## config.mk

```make
export PLATFORM = sky130hd
export DESIGN_NAME = tbg_burst_gate
export DESIGN_NICKNAME = d
export VERILOG_FILES = /design/src/logic/tbg_burst_gate.v /design/src/logic/tbg_sync.v
export VERILOG_INCLUDE_DIRS = /design/src /design/src/logic
export SDC_FILE = /design/constraint.sdc
export NUM_CORES = 1
export LEC_CHECK = 0
export BUFFER_PORTS_ARGS = -buffer_cell sky130_fd_sc_hd__buf_2
export CORE_ASPECT_RATIO = 0.7
export CORE_UTILIZATION = 59
export DETAILED_ROUTE_END_ITERATION = 16
export PLACE_DENSITY_LB_ADDON = 0.3
export SLEW_MARGIN = 20
export SYNTH_ARGS = -nofsm -noshare
export SYNTH_HDL_FRONTEND = slang
export SYNTH_HIERARCHICAL = 1
export SYNTH_SLANG_ARGS = --single-unit
```

## constraint.sdc

```tcl
create_clock -name core_clk_in -period 4.3 [get_ports core_clk_in]
set_clock_uncertainty 0.05 [all_clocks]
set_input_delay 0.43 -clock core_clk_in [delete_from_list [all_inputs] [get_ports core_clk_in]]
set_output_delay 0.43 -clock core_clk_in [all_outputs]
set_load 0.01 [all_outputs]
```

## src/logic/tbg_defines.vh

```
`ifndef TBG_DEFINES_VH
`define TBG_DEFINES_VH

// register offsets (word index, 8-bit address)
`define TBG_ADDR_CTRL 8'h00
`define TBG_ADDR_SOURCE 8'h01
`define TBG_ADDR_PERIOD 8'h02
`define TBG_ADDR_COUNT 8'h03
`define TBG_ADDR_STATUS 8'h04
`define TBG_ADDR_KEYS 8'h05
`define TBG_ADDR_USAGE 8'h06

// control register fields
`define TBG_CTRL_BURST_ON 0
`define TBG_CTRL_GATE_ON 1
`define TBG_CTRL_BURST_MODE_KEY_EDIT 2
`define TBG_CTRL_GATE_EDIT 3
`define TBG_CTRL_HALF 4
`define TBG_CTRL_LOW_AUX 5
`define TBG_CTRL_SINE_TRI 6
`define TBG_CTRL_ABOVE_30K 7

// keys register fields (write one to act)
`define TBG_KEY_BURST 0
`define TBG_KEY_GATE 1
`define TBG_KEY_MANUAL 2
`define TBG_KEY_REMOTE 3

// trigger source encodings
`define TBG_SRC_EXT 2'h0
`define TBG_SRC_MAN 2'h1
`define TBG_SRC_INT 2'h2

// internal generator and lamp flash timing, in ns, 10us steps and 25 MHz cycles
`define TBG_CLK_NS 40
`define TBG_STEP_NS 10000
`define TBG_STEP_CYC (`TBG_STEP_NS / `TBG_CLK_NS)
`define TBG_PERIOD_MIN_NS 20000
`define TBG_PERIOD_MAX_NS 200000000000
`define TBG_HALF_MIN 24'h000001
`define TBG_HALF_MAX 24'h989680
`define TBG_FLASH_CYC 24'h5F5E10

// reset values
`define TBG_PERIOD_RST 24'h000032
`define TBG_COUNT_RST 11'h002
`define TBG_SRC_RST 2'h0

`endif

```

## src/logic/tbg_burst_gate.v

```verilog
`timescale 1ns/1ns
`include "tbg_defines.vh"

// Notes on behaviour
// - burst mode: counted cycles per trigger edge
// - gated mode: output follows gate level
// - internal generator: divided square wave, equal halves
// - inexact period rounds up to step
// - generator square wave drives trigger output
// - internal burst: rising generator edge starts burst
// - internal gate: open during generator high half
// - external burst: rising input edge starts burst
// - external gate: open while input high
// - burst key toggles mode, lamp shows it
// - lamp flashes while trigger settings edited
// - three selectable trigger sources
// - manual key or remote command starts burst
// - report other users of internal generator
// - count 1..1023 whole or 1..2046 half cycles
// - burst starts and stops at phase setting
// - phase instants from auxiliary rising edges
// - no phase control for sine/triangle above 30kHz unless low aux
// - gate key toggles gated mode, lamp shows
// - gated output jumps between offset and waveform
// - manual gate: each press toggles gate
module tbg_burst_gate (
  input wire core_clk_in, // 25 MHz clock
  input wire reset_n_in, // async reset, active low
  input wire [7:0] addr_in, // register address
  input wire [31:0] wdata_in, // write data
  input wire wr_in, // write strobe
  input wire rd_in, // read strobe
  output reg [31:0] rdata_out, // read data, cycle after strobe
  input wire external_trigger_input_in, // external trigger input
  input wire aux_in, // auxiliary output level
  input wire main_zero_in, // main output zero crossing, rising
  input wire [3:0] other_users_in, // G,F,A,T users of internal generator
  output wire main_enable_out, // main output gated on (else dc offset)
  output wire trigger_sweep_output, // internal generator square wave
  output wire burst_lamp_out, // burst key lamp
  output wire gate_lamp_out, // gate key lamp
  output wire burst_busy_out // burst in progress
);
  reg burst_on_reg;
  reg gate_on_reg;
  reg burst_mode_key_edit_reg;
  reg gate_edit_reg;
  reg half_reg;
  reg low_aux_reg;
  reg sine_tri_reg;
  reg above_30k_reg;
  reg [1:0] burst_src_reg;
  reg [1:0] gate_src_reg;
  reg [23:0] half_steps_reg;
  reg [10:0] count_reg;
  reg [7:0] pre_reg;
  reg [23:0] step_cnt_reg;
  reg gen_reg;
  reg gen_d_reg;
  reg ext_d_reg;
  reg aux_d_reg;
  reg zero_d_reg;
  reg man_gate_reg;
  reg [1:0] state_reg;
  reg [1:0] state_next;
  reg [10:0] left_reg;
  reg [10:0] left_next;
  reg main_en_reg;
  reg [23:0] flash_cnt_reg;
  reg flash_reg;
  reg [2:0] burst_mode_key_count_reg;
  wire ext_sync;
  wire ext_rise;
  wire gen_rise;
  wire aux_rise;
  wire zero_rise;
  wire use_phase;
  wire edge_ev;
  wire man_ev;
  wire burst_mode_key_ev;
  wire gate_level;
  wire wr_keys;

  localparam ST_IDLE = 2'h0;
  localparam ST_ARM = 2'h1;
  localparam ST_RUN = 2'h2;

  tbg_sync u_sync (
    .core_clk_in(core_clk_in),
    .reset_n_in(reset_n_in),
    .async_in(external_trigger_input_in),
    .sync_out(ext_sync)
  );

  assign wr_keys = wr_in && (addr_in == `TBG_ADDR_KEYS);
  assign man_ev = wr_keys && (wdata_in[`TBG_KEY_MANUAL] || wdata_in[`TBG_KEY_REMOTE]);
  assign ext_rise = ext_sync && !ext_d_reg;
  assign gen_rise = gen_reg && !gen_d_reg;
  assign aux_rise = aux_in && !aux_d_reg;
  assign zero_rise = main_zero_in && !zero_d_reg;
  assign use_phase = !(sine_tri_reg && above_30k_reg) || low_aux_reg;
  assign edge_ev = use_phase ? aux_rise : zero_rise;

  assign burst_mode_key_ev = (burst_src_reg == `TBG_SRC_EXT) ? ext_rise :
                   (burst_src_reg == `TBG_SRC_MAN) ? man_ev :
                   (burst_src_reg == `TBG_SRC_INT) ? gen_rise : 1'b0;

  assign gate_level = (gate_src_reg == `TBG_SRC_EXT) ? ext_sync :
                      (gate_src_reg == `TBG_SRC_MAN) ? man_gate_reg :
                      (gate_src_reg == `TBG_SRC_INT) ? gen_reg : 1'b0;

  // register writes and key toggles
  always @(posedge core_clk_in or negedge reset_n_in)
  begin
    if (!reset_n_in)
    begin
      burst_on_reg <= 1'b0;
      gate_on_reg <= 1'b0;
      burst_mode_key_edit_reg <= 1'b0;
      gate_edit_reg <= 1'b0;
      half_reg <= 1'b0;
      low_aux_reg <= 1'b0;
      sine_tri_reg <= 1'b0;
      above_30k_reg <= 1'b0;
      burst_src_reg <= `TBG_SRC_RST;
      gate_src_reg <= `TBG_SRC_RST;
      half_steps_reg <= `TBG_PERIOD_RST;
      count_reg <= `TBG_COUNT_RST;
      man_gate_reg <= 1'b0;
    end
    else
    begin
      if (wr_in && addr_in == `TBG_ADDR_CTRL)
      begin
        burst_mode_key_edit_reg <= wdata_in[`TBG_CTRL_BURST_MODE_KEY_EDIT];
        gate_edit_reg <= wdata_in[`TBG_CTRL_GATE_EDIT];
        half_reg <= wdata_in[`TBG_CTRL_HALF];
        low_aux_reg <= wdata_in[`TBG_CTRL_LOW_AUX];
        sine_tri_reg <= wdata_in[`TBG_CTRL_SINE_TRI];
        above_30k_reg <= wdata_in[`TBG_CTRL_ABOVE_30K];
      end
      if (wr_in && addr_in == `TBG_ADDR_SOURCE)
      begin
        if (wdata_in[1:0] != 2'h3)
          burst_src_reg <= wdata_in[1:0];
        if (wdata_in[3:2] != 2'h3)
          gate_src_reg <= wdata_in[3:2];
      end
      if (wr_in && addr_in == `TBG_ADDR_PERIOD)
      begin
        // half period in 10us steps; clamped to range
        if (wdata_in[23:0] < `TBG_HALF_MIN)
          half_steps_reg <= `TBG_HALF_MIN;
        else if (wdata_in[31:24] != 8'h00 || wdata_in[23:0] > `TBG_HALF_MAX)
          half_steps_reg <= `TBG_HALF_MAX;
        else
          half_steps_reg <= wdata_in[23:0];
      end
      if (wr_in && addr_in == `TBG_ADDR_COUNT)
      begin
        // half-cycle units: 1..2046
        if (wdata_in[10:0] == 11'h000)
          count_reg <= 11'h001;
        else if (wdata_in[10:0] == 11'h7FF)
          count_reg <= 11'h7FE;
        else
          count_reg <= wdata_in[10:0];
      end
      if (wr_keys && wdata_in[`TBG_KEY_BURST])
        burst_on_reg <= !burst_on_reg;
      if (wr_keys && wdata_in[`TBG_KEY_GATE])
        gate_on_reg <= !gate_on_reg;
      if (man_ev && gate_src_reg == `TBG_SRC_MAN)
        man_gate_reg <= !man_gate_reg;
    end
  end

  // internal generator: 10us step prescaler then half-period count
  always @(posedge core_clk_in or negedge reset_n_in)
  begin
    if (!reset_n_in)
    begin
      pre_reg <= 8'h00;
      step_cnt_reg <= 24'h000000;
      gen_reg <= 1'b0;
    end
    else if (pre_reg == (`TBG_STEP_CYC - 1))
    begin
      pre_reg <= 8'h00;
      if (step_cnt_reg + 24'h000001 >= half_steps_reg)
      begin
        step_cnt_reg <= 24'h000000;
        gen_reg <= !gen_reg;
      end
      else
        step_cnt_reg <= step_cnt_reg + 24'h000001;
    end
    else
      pre_reg <= pre_reg + 8'h01;
  end

  // edge detect history
  always @(posedge core_clk_in or negedge reset_n_in)
  begin
    if (!reset_n_in)
    begin
      gen_d_reg <= 1'b0;
      ext_d_reg <= 1'b0;
      aux_d_reg <= 1'b0;
      zero_d_reg <= 1'b0;
    end
    else
    begin
      gen_d_reg <= gen_reg;
      ext_d_reg <= ext_sync;
      aux_d_reg <= aux_in;
      zero_d_reg <= main_zero_in;
    end
  end

  // burst sequencer
  always @*
  begin
    state_next = state_reg;
    left_next = left_reg;
    case (state_reg)
      ST_IDLE:
      begin
        if (burst_on_reg && !gate_on_reg && burst_mode_key_ev)
        begin
          state_next = ST_ARM;
          left_next = half_reg ? count_reg : {count_reg[9:0], 1'b0};
        end
      end
      ST_ARM:
      begin
        if (!burst_on_reg)
          state_next = ST_IDLE;
        else if (edge_ev)
          state_next = ST_RUN;
      end
      ST_RUN:
      begin
        // each half cycle ends on an edge; half counts leave on opposite edge
        if (edge_ev || (aux_in != aux_d_reg && half_reg))
        begin
          if (!half_reg && !edge_ev)
            left_next = left_reg;
          else if (left_reg <= 11'h002 && !half_reg)
            state_next = ST_IDLE;
          else if (left_reg == 11'h001)
            state_next = ST_IDLE;
          else
            left_next = left_reg - (half_reg ? 11'h001 : 11'h002);
        end
        if (!burst_on_reg)
          state_next = ST_IDLE;
      end
      default:
        state_next = ST_IDLE;
    endcase
  end

  always @(posedge core_clk_in or negedge reset_n_in)
  begin
    if (!reset_n_in)
    begin
      state_reg <= ST_IDLE;
      left_reg <= 11'h000;
      main_en_reg <= 1'b0;
    end
    else
    begin
      state_reg <= state_next;
      left_reg <= left_next;
      if (gate_on_reg)
        main_en_reg <= gate_level;
      else if (burst_on_reg)
        main_en_reg <= (state_next == ST_RUN);
      else
        main_en_reg <= 1'b1;
    end
  end

  // lamp flashing while editing
  always @(posedge core_clk_in or negedge reset_n_in)
  begin
    if (!reset_n_in)
    begin
      flash_cnt_reg <= 24'h000000;
      flash_reg <= 1'b0;
    end
    else if (flash_cnt_reg == `TBG_FLASH_CYC)
    begin
      flash_cnt_reg <= 24'h000000;
      flash_reg <= !flash_reg;
    end
    else
      flash_cnt_reg <= flash_cnt_reg + 24'h000001;
  end

  // usage of the internal generator by this block
  always @*
  begin
    burst_mode_key_count_reg = 3'h0;
    if (burst_src_reg == `TBG_SRC_INT)
      burst_mode_key_count_reg = 3'h1;
  end

  // register read, data one cycle after strobe
  always @(posedge core_clk_in or negedge reset_n_in)
  begin
    if (!reset_n_in)
      rdata_out <= 32'h00000000;
    else if (rd_in)
    begin
      case (addr_in)
        `TBG_ADDR_CTRL:
          rdata_out <= {24'h000000, above_30k_reg, sine_tri_reg, low_aux_reg, half_reg,
                        gate_edit_reg, burst_mode_key_edit_reg, gate_on_reg, burst_on_reg};
        `TBG_ADDR_SOURCE:
          rdata_out <= {28'h0000000, gate_src_reg, burst_src_reg};
        `TBG_ADDR_PERIOD:
          rdata_out <= {8'h00, half_steps_reg};
        `TBG_ADDR_COUNT:
          rdata_out <= {21'h00000, count_reg};
        `TBG_ADDR_STATUS:
          rdata_out <= {27'h000000, use_phase, ext_sync, gen_reg, state_reg};
        `TBG_ADDR_USAGE:
          // bit4 free, bits3:0 G,F,A,T in use
          rdata_out <= {27'h000000,
                        (other_users_in == 4'h0) && (gate_src_reg != `TBG_SRC_INT)
                          && (burst_mode_key_count_reg == 3'h0),
                        other_users_in[3] | (gate_src_reg == `TBG_SRC_INT),
                        other_users_in[2:1],
                        other_users_in[0] | burst_mode_key_count_reg[0]};
        default:
          rdata_out <= 32'h00000000;
      endcase
    end
    else
      rdata_out <= 32'h00000000;
  end

  assign main_enable_out = main_en_reg;
  assign trigger_sweep_output = gen_reg;
  assign burst_lamp_out = burst_mode_key_edit_reg ? flash_reg : burst_on_reg;
  assign gate_lamp_out = gate_edit_reg ? flash_reg : gate_on_reg;
  assign burst_busy_out = (state_reg != ST_IDLE);
endmodule

```

## src/logic/tbg_sync.v

```verilog
`timescale 1ns/1ns
// two-flop synchroniser for the external trigger level
module tbg_sync (
  input wire core_clk_in, // system clock
  input wire reset_n_in, // async reset, active low
  input wire async_in, // asynchronous level
  output wire sync_out // synchronised level
);
  reg meta_reg;
  reg sync_reg;

  always @(posedge core_clk_in or negedge reset_n_in)
  begin
    if (!reset_n_in)
    begin
      meta_reg <= 1'b0;
      sync_reg <= 1'b0;
    end
    else
    begin
      meta_reg <= async_in;
      sync_reg <= meta_reg;
    end
  end

  assign sync_out = sync_reg;
endmodule

```

After elaboration in Yosys (flattened, before gate mapping)
Cells that the tools add are included.

operators by class
  add/subtract/negate cells = 4
  $lt $le $gt $ge = 4
  eq/ne operators = 26
  multiplexer cells = 38
  bitwise gates (word level) = 2
  reductions and logical operators = 51

operator list
  operator                 count
  $pmux W24 S6             1
  $mux W24                 4
  $mux W11                 8
  $add A24 B1 Y24 const B  2
  $mux W32                 1
  $eq A24 B23 Y1 const B   1
  $eq A8 B3 Y1 const B     3
  $ge A24 B24 Y1           1
  $gt A24 B24 Y1 const B   1
  $lt A24 B1 Y1 const B    1
  $pmux W11 S2             1
  $logic_and A1 B1 Y1      21
  $mux W2                  9
  $eq A8 B2 Y1 const B     2
  $ne A2 B2 Y1 const B     8
  $logic_not A1 Y1         12
  $mux W1                  12
  $eq A11 B1 Y1 const B    1
  $eq A11 B11 Y1 const B   1
  $le A11 B2 Y1 const B    1
  $logic_not A11 Y1        1
  $sub A11 B2 Y11          1
  $add A8 B1 Y8 const B    1
  $eq A2 B2 Y1 const B     4
  16 further kinds         27

storage, ports and cells
  flip-flop bits (word level) = 158
  input bits = 51
  output and inout port bits = 37
  logic and storage cells = 153

Longest topological paths before layout
Gate-level depths: netlist (run 1).

  depth in word-level cells = 13
  gate-level depth with buffers = 16
  depth with buffers taken out = 14

By module
Netlist (run 1), hierarchy kept.

modules (own cells, without submodules)
  module          instances  cells each  area an instance (um^2)  sequential area each (um^2)
  tbg_burst_gate  1          836         8205.4                   3708.6
  tbg_sync        1          2           50.0                     50.0

Worst setup path after synthesis (run 1)
Ideal clock, no wire load.

  path type = register to register
  from = reg step_cnt_reg[0]
  to = reg step_cnt_reg[22]
  setup time = 0.096 ns
  data arrival time = 3.064 ns
  data required time = 4.154 ns
  slack = 1.090 ns
  cell stages (with the launch flop) = 15
  path buffers = 1
  period minus slack after synthesis = 3.210 ns
  path through = dfrtp_1 -> ha_1 -> nand2_1 -> or2_2 -> clkbuf_1 -> inv_1 -> nand4_1 -> xor2_1 -> inv_1 -> ha_1 -> o21a_1 -> o2111a_1 -> a211oi_2 -> o211ai_1 -> o31ai_1

between the ends
  longest elaborated chain between the ends = 3

ends and longest elaborated chain
  element                 line                                        text
  start, declared         tbg_burst_gate.v:57                         reg [23:0] step_cnt_reg;
  start signal, assigned  tbg_burst_gate.v:196                        step_cnt_reg <= step_cnt_reg + 24'h000001;
  $add A24 B1 Y24 *       tbg_burst_gate.v:190, tbg_burst_gate.v:196
  $ge A24 B24 Y1          tbg_burst_gate.v:190                        if (step_cnt_reg + 24'h000001 >= half_steps_reg)
  $mux W24 *              tbg_burst_gate.v:190

Mark *: on every way between the ends. The rest lies on a longest branch, timed or not.
A chain may end at the register's enable or synchronous reset.

Worst setup path in the final report (run 1)
  from = reg step_cnt_reg[2]
  to = reg step_cnt_reg[22]

The elaborated chain is that of the path after synthesis.

==> results of run 1 <==
## worst register-to-register path, cell delays in order (launching register included)
cell and delay [ns]:
dfrtp_1 0.48, nand3_1 0.29, nor4_4 0.58, nand3_1 0.26, xnor2_1 0.19, ha_1 0.29
a21oi_1 0.16, o21a_1 0.73, o211ai_1 0.45, o31ai_1 0.32
## cells in the final DEF, fill, tap and decap left out, types with 10 or more instances in the layout
master / instances
xnor2_1: 27
buf_2: 78
dfrtp_1: 146
clkbuf_16: 17
xor2_1: 20
a22oi_1: 17
nand2b_1: 10
a21oi_1: 27
buf_4: 10
nor2_1: 62
nand2_1: 89
o21ai_0: 35
ha_1: 32
and3_1: 20
a32o_1: 14
mux2_2: 18
nor3_1: 14
o2111ai_1: 11
inv_1: 44
mux2i_1: 15
nand3_1: 41
nand4_1: 17
## power groups by stage
stage	clock, mW	sequential, mW	combinational [mW]
floorplan	0	1.48	0.0906
global placement	0	1.49	0.174
finish	1.45	1.47	0.178
detailed placement	0	1.49	0.177
CTS	1.46	1.47	0.178
global route	1.52	1.47	0.199
## layout make-up
| class | instances | area [um2] |
|---|---|---|
| fillers | 1033 | 4060 |
| repair buffers | 89 | 477 |
| inverters | 44 | 165 |
| flip-flops and latches | 150 | 3760 |
| well taps | 185 | 231 |
| multi-input cells | 607 | 4140 |
| clock buffers | 17 | 425 |
| clock inverters | 15 | 150 |
## cells by family after synthesis
kind of cell	count (synthesis)
simple gates	313
compound gates	173
flops	150
buf+inv	88
xor+xnor	47
fa+ha+maj	33
mux	33
other cells	1
## layer usage
metal  vias to the layer above  GRT usage (%)  wire length (um)
met3                        29           4.94              1610
met4                         0           9.00               242
met5                         -              0                 0
met1                      3336           45.1              9520
li1                       3170              -                 -
met2                       306           42.3              8560
## repair_timing
item / in CTS / in global routing
endpoints found under the hold margin: 0 / 0
endpoints found under the setup margin: 0 / 5
gates resized for setup: 0 / 1
hold buffers: 0 / 0
## per-stage QoR
stage | utilization (%) | cell area, um2 | worst slack, ns | instances | power [mW]
final | 69.7 | 9340 | 0.392 | 1107 | 3.09
after global routing | 69.7 | 9340 | 0.122 | 1107 | 3.19
after CTS | 69.7 | 9340 | 0.384 | 1107 | 3.10
after detailed placement | 65.4 | 8760 | 0.523 | 1075 | 1.67
after global placement | 65.4 | 8760 | 0.627 | 1075 | 1.67
after floorplan | - | 8280 | 1.09 | 845 | 1.57
## synth_stat cells, drive strengths merged, types with 3 or more instances
| cell | number | area (um2) |
|---|---|---|
| and3 | 20 | 125 |
| xor2 | 20 | 175 |
| a31oi | 11 | 81.3 |
| a22oi | 17 | 128 |
| nand4 | 17 | 106 |
| or2 | 7 | 43.8 |
| o21ai | 38 | 190 |
| a32o | 14 | 140 |
| o22a | 4 | 35.0 |
| clkbuf | 24 | 91.3 |
| nor2b | 6 | 37.5 |
| xnor2 | 27 | 236 |
| a221oi | 3 | 26.3 |
| nor4 | 12 | 148 |
| a211oi | 5 | 42.5 |
| nand3 | 41 | 205 |
| inv | 44 | 165 |
| mux2i | 15 | 150 |
| o21a | 6 | 45.0 |
| and4 | 3 | 26.3 |
| buf | 20 | 138 |
| mux2 | 18 | 203 |
| dfstp | 4 | 105 |
| o211ai | 3 | 22.5 |
| nor2 | 62 | 233 |
| nor4b | 5 | 73.8 |
| o2111ai | 11 | 96.3 |
| nand2 | 90 | 340 |
| dfrtp | 146 | 3650 |
| a21oi | 27 | 135 |
| nor3 | 17 | 100 |
| nor3b | 3 | 22.5 |
| or4 | 7 | 56.3 |
| nand2b | 10 | 62.6 |
| o31ai | 5 | 37.5 |
| and2 | 7 | 43.8 |
| o221ai | 9 | 78.8 |
| ha | 32 | 400 |
| a21o | 3 | 22.5 |
## worst paths after layout
check                                           from                end  depth (start not counted)
hold / removal                            reset_n_in   flash_cnt_reg[6]                          1
hold reg to reg                      u_sync/meta_reg    u_sync/sync_out                          0
min in group core_clk_in   external_trigger_input_in    u_sync/meta_reg                          1
setup reg to reg                     step_cnt_reg[2]   step_cnt_reg[22]                          9
setup / recovery                     step_cnt_reg[2]   step_cnt_reg[22]                          9
max in group asynchronous                 reset_n_in  half_steps_reg[5]                          2
==> out/summary.txt, run 1 <==
Synth Area per Inst: 9.85 um2
placeable core area: 0.0134 mm2
Max Clock Freq: 256 MHz
delay of the slowest cell on the worst path: 0.73 ns
largest family of logic cells by synthesized area: simple AND/OR/NAND/NOR gates
flop2flop setup slack: 0.39 ns
Initial DRC Count: 597
Routed WL: 19900 um
Tmin final: 3.91 ns
Setup violations, final: 0
Ys Warns: 6
CTS tree: built
max cap viols: 0
Starting Density: 61.6%
CP max FO: 24
All-Layer GR Usage: 29.4%
final period utilization: 90.9%
Sequential Power Share: 47.5%
CP arrival: 4.18 ns
Seq/Total Area, Yosys: 45.5%
Async SR Flop Fraction: 100%
Yosys cell types: 73
clock-pin slew on the worst setup and hold paths: 0.07 ns
worst vdd ir: 260 uV
worst skew pair latency: 0.42 ns
Die Footprint: 0.0145 mm2
setup TNS: 0 ns
vias per inst: 6.18
Post-synth EDFFs: 0
dominant synthesized flop cell: dfrtp_1
Sw Ratio: 25.1%
Site Rows: 35
first-pass GRT wire length: 32700 um
Post-CTS Setup Inserts: 0
Mapped Cells: 838
Slew HR: 31.9%
final count of hold timing violations: 0
WS Path Type: reg2reg
Die H: 101 um
DR pass1 iterations: 5
post-synthesis adder-cell area fraction: 5.09%
worst slew pin tran: 1.02 ns
startpoint type of the worst setup path: flip-flop
Leak: 4.40 nW
CP delay by family, top: compound AO/OA/AOI/OAI gates
Pins Over Slew Limit: 0
clock share of power: 46.8%
RSZ-0062 raised after global routing: false
synthesized area: 0.00826 mm2
remaining global-route overflow: 0
Critical path buffers and inverters: 0
DP HPWL: 14300 um
# diodes: 0
Clock Tree Root: clkbuf_16
WL per Instance: 18.0 um
Max Root-Sink Buffers: 2
sw power: 777 uW
Critical Path Slowest Stage Cell: o21a_1
# H-tree levels: 4
WHS: 0.0184 ns
Synth Register Bits: 150
worst-path cell chain: nand3_1 > nor4_4 > nand3_1 > xnor2_1 > ha_1 > a21oi_1 > o21a_1 > o211ai_1 > o31ai_1
Hold Path Class: in2async
status: finished clean
Layout Nets: 993
Die Width: 143 um
CP dominant cell by count: nand3_1
Via Count: 6841
Detail Route Antenna Nets: 0
largest net degree at the start of global routing: 90
DRC: 0
combinational power share: 5.8%
proportion of synthesized area in mux cells: 4.27%
XOR/XNOR share of the synthesized area: 4.99%
Routability Congestion: 0.944
Internal: 2.31 mW
IO Pins: 88
endpoint class of the critical path: flip-flop
compound-gate portion of the synthesized area: 15.0%
simple-gate portion of the synthesized area: 20.3%
Area growth syn-to-layout: 13.2%
Cell Pwr Density: 331 mW/mm2
share of layout cells above drive strength 1: 18.2%
Num Clock Sinks: 150
Worst EP required: 4.57 ns
port bufs: 79
vias in the first global route: 6328
Num CTS Buffers: 17
antenna violations before repair: 0
No activity file was read; power rests on OpenSTA's default activity.
==> run 2, diff against run 1 <==
Settings changed: BUFFER_PORTS_ARGS -buffer_cell sky130_fd_sc_hd__buf_2 to -buffer_cell sky130_fd_sc_hd__buf_4.
==> run 2 against run 1 <==
  * Sequential share of layout area is 0.81 points lower
  * Total power is 0.47% higher
  * Via count is 2.1% higher
  * Register-to-register slack worse by 0.09 ns
  * Clock-buffer cell count stayed put
  * Wire length is 8.7% higher
  * Fmax is 2.3% lower
  * Setup slack worse by 0.094 ns
  * Utilization is 1.4 points higher
  * Largest cell class unchanged
==> out/summary.txt, run 2 (synthesized netlist as in run 1, its figures left out) <==
DP HPWL: 15600 um
startpoint type of the worst setup path: flip-flop
CP arrival: 4.23 ns
Area growth syn-to-layout: 15.5%
Initial DRC Count: 666
Leak: 4.43 nW
post_cts resized: 0
Placed Cells: 1075
final count of hold timing violations: 0
Detail Route Antenna Nets: 0
flop2flop setup slack: 0.30 ns
setup TNS: 0 ns
first-pass GRT wire length: 35200 um
share of layout cells above drive strength 1: 18.2%
worst skew pair latency: 0.42 ns
most frequent cells in the layout: dfrtp_1 (146), nand2_1 (89), buf_4 (88)
Non-Filler Instances: 1107
Routed WL: 21700 um
max cap viols: 0
remaining global-route overflow: 0
Clock Tree Root: clkbuf_16
Slew HR: 30.9%
Die Width: 143 um
most common cell after layout, fill and taps aside: dfrtp_1
port bufs: 79
Cell Pwr Density: 326 mW/mm2
Num Clock Sinks: 150
CTS tree: built
All-Layer GR Usage: 31.8%
DR pass1 iterations: 6
DRC: 0
worst slew pin tran: 1.03 ns
R2R cell count: 12
CP Capture Point: step_cnt_reg[18]
Hold Path Class: in2async
Worst EP required: 4.53 ns
vias in the first global route: 6854
status: finished clean
Num CTS Buffers: 17
Setup violations, final: 0
endpoint class of the critical path: flip-flop
FF-to-FF Start: step_cnt_reg[2]
# hold bufs at CTS: 0
# diodes: 0
clock-pin slew on the worst setup and hold paths: 0.07 ns
Overall Power: 3.11 mW
Pins Over Slew Limit: 0
Post-CTS Setup Inserts: 0
largest net degree at the start of global routing: 88
WS Path Type: reg2reg
Max Root-Sink Buffers: 2
antenna violations before repair: 0
Routability Congestion: 0.918
Tmin final: 4.00 ns
RSZ-0062 raised after global routing: false
WL per Instance: 19.6 um
DP Area: 0.00896 mm2
WHS: 0.0116 ns
Die H: 101 um
Max Clock Freq: 250 MHz
Setup crit start: step_cnt_reg[2]
worst vdd ir: 284 uV
Via Count: 6986
CP max FO: 19
final period utilization: 93.1%
IO Pins: 88
Site Rows: 35
vias per inst: 6.31
final instance area: 0.00954 mm2
# H-tree levels: 4
RR Endpoint: step_cnt_reg[18]
Starting Density: 61.6%
Layout Nets: 993
placeable core area: 0.0134 mm2
Die Footprint: 0.0145 mm2
## run 2: changes by cell type in the layout (fill, tap and decap cells not counted), sizes merged
| cell | previous run | this run |
|---|---|---|
| clkinv | 7 | 6 |
| clkinvlp | 3 | 2 |
| inv | 48 | 50 |
## run 2: worst min-delay path by stage
stage / end / slack, ns / depth (start not counted)
3_3_place_gp: u_sync/sync_out / 0.29 / 0
6_report: flash_cnt_reg[9] / 0.01 / 1
3_5_place_dp: u_sync/sync_out / 0.32 / 0
4_1_cts: flash_cnt_reg[9] / 0.04 / 1
2_1_floorplan: above_30k_reg / 0.08 / 0
5_1_grt: u_sync/meta_reg / 0.05 / 1
## run 2: stage by stage
step,setup slack (ns),utilization [%]
2_1_floorplan,1.09,-
4_1_cts,0.339,71.1
3_3_place_gp,0.585,66.8
3_5_place_dp,0.424,66.8
6_report,0.298,71.2
5_1_grt,0.0823,71.2
## run 2: where the power goes
part | internal [mW] | switching (mW) | total (mW)
Sequential | 1.44 | 0.0287 | 1.47
Clock | 0.810 | 0.631 | 1.44
Combinational | 0.0782 | 0.119 | 0.197
## run 2: area by class of cell
type	count	area (um2)
Tap cell	185	231
Multi-Input combinational cell	607	4140
Inverter	44	165
Clock buffer	17	425
Sequential cell	150	3760
Fill cell	989	3860
Timing Repair Buffer	89	672
Clock inverter	15	145
## run 2: worst max-delay path, cell delays in order, from the launching register on
cell and delay (ns):
dfrtp_1 0.47, nand3_1 0.30, nor4_4 0.64, nand3_1 0.17, xnor2_1 0.18, ha_1 0.34, nand4_1 0.10, or2_2 0.30
o2111ai_1 0.28, a211oi_2 0.08, buf_4 0.21, o211ai_1 0.55, o211ai_1 0.17
## run 2: metal layers
layer	GRT usage, %	share of wire (%)	wire, um	vias up
met1	45.4	45	9800	3442
met4	8.27	1.6	344	0
met3	8.12	9.1	1970	39
met5	0	0	0	-
met2	48.3	44	9550	322
li1	-	-	-	3183
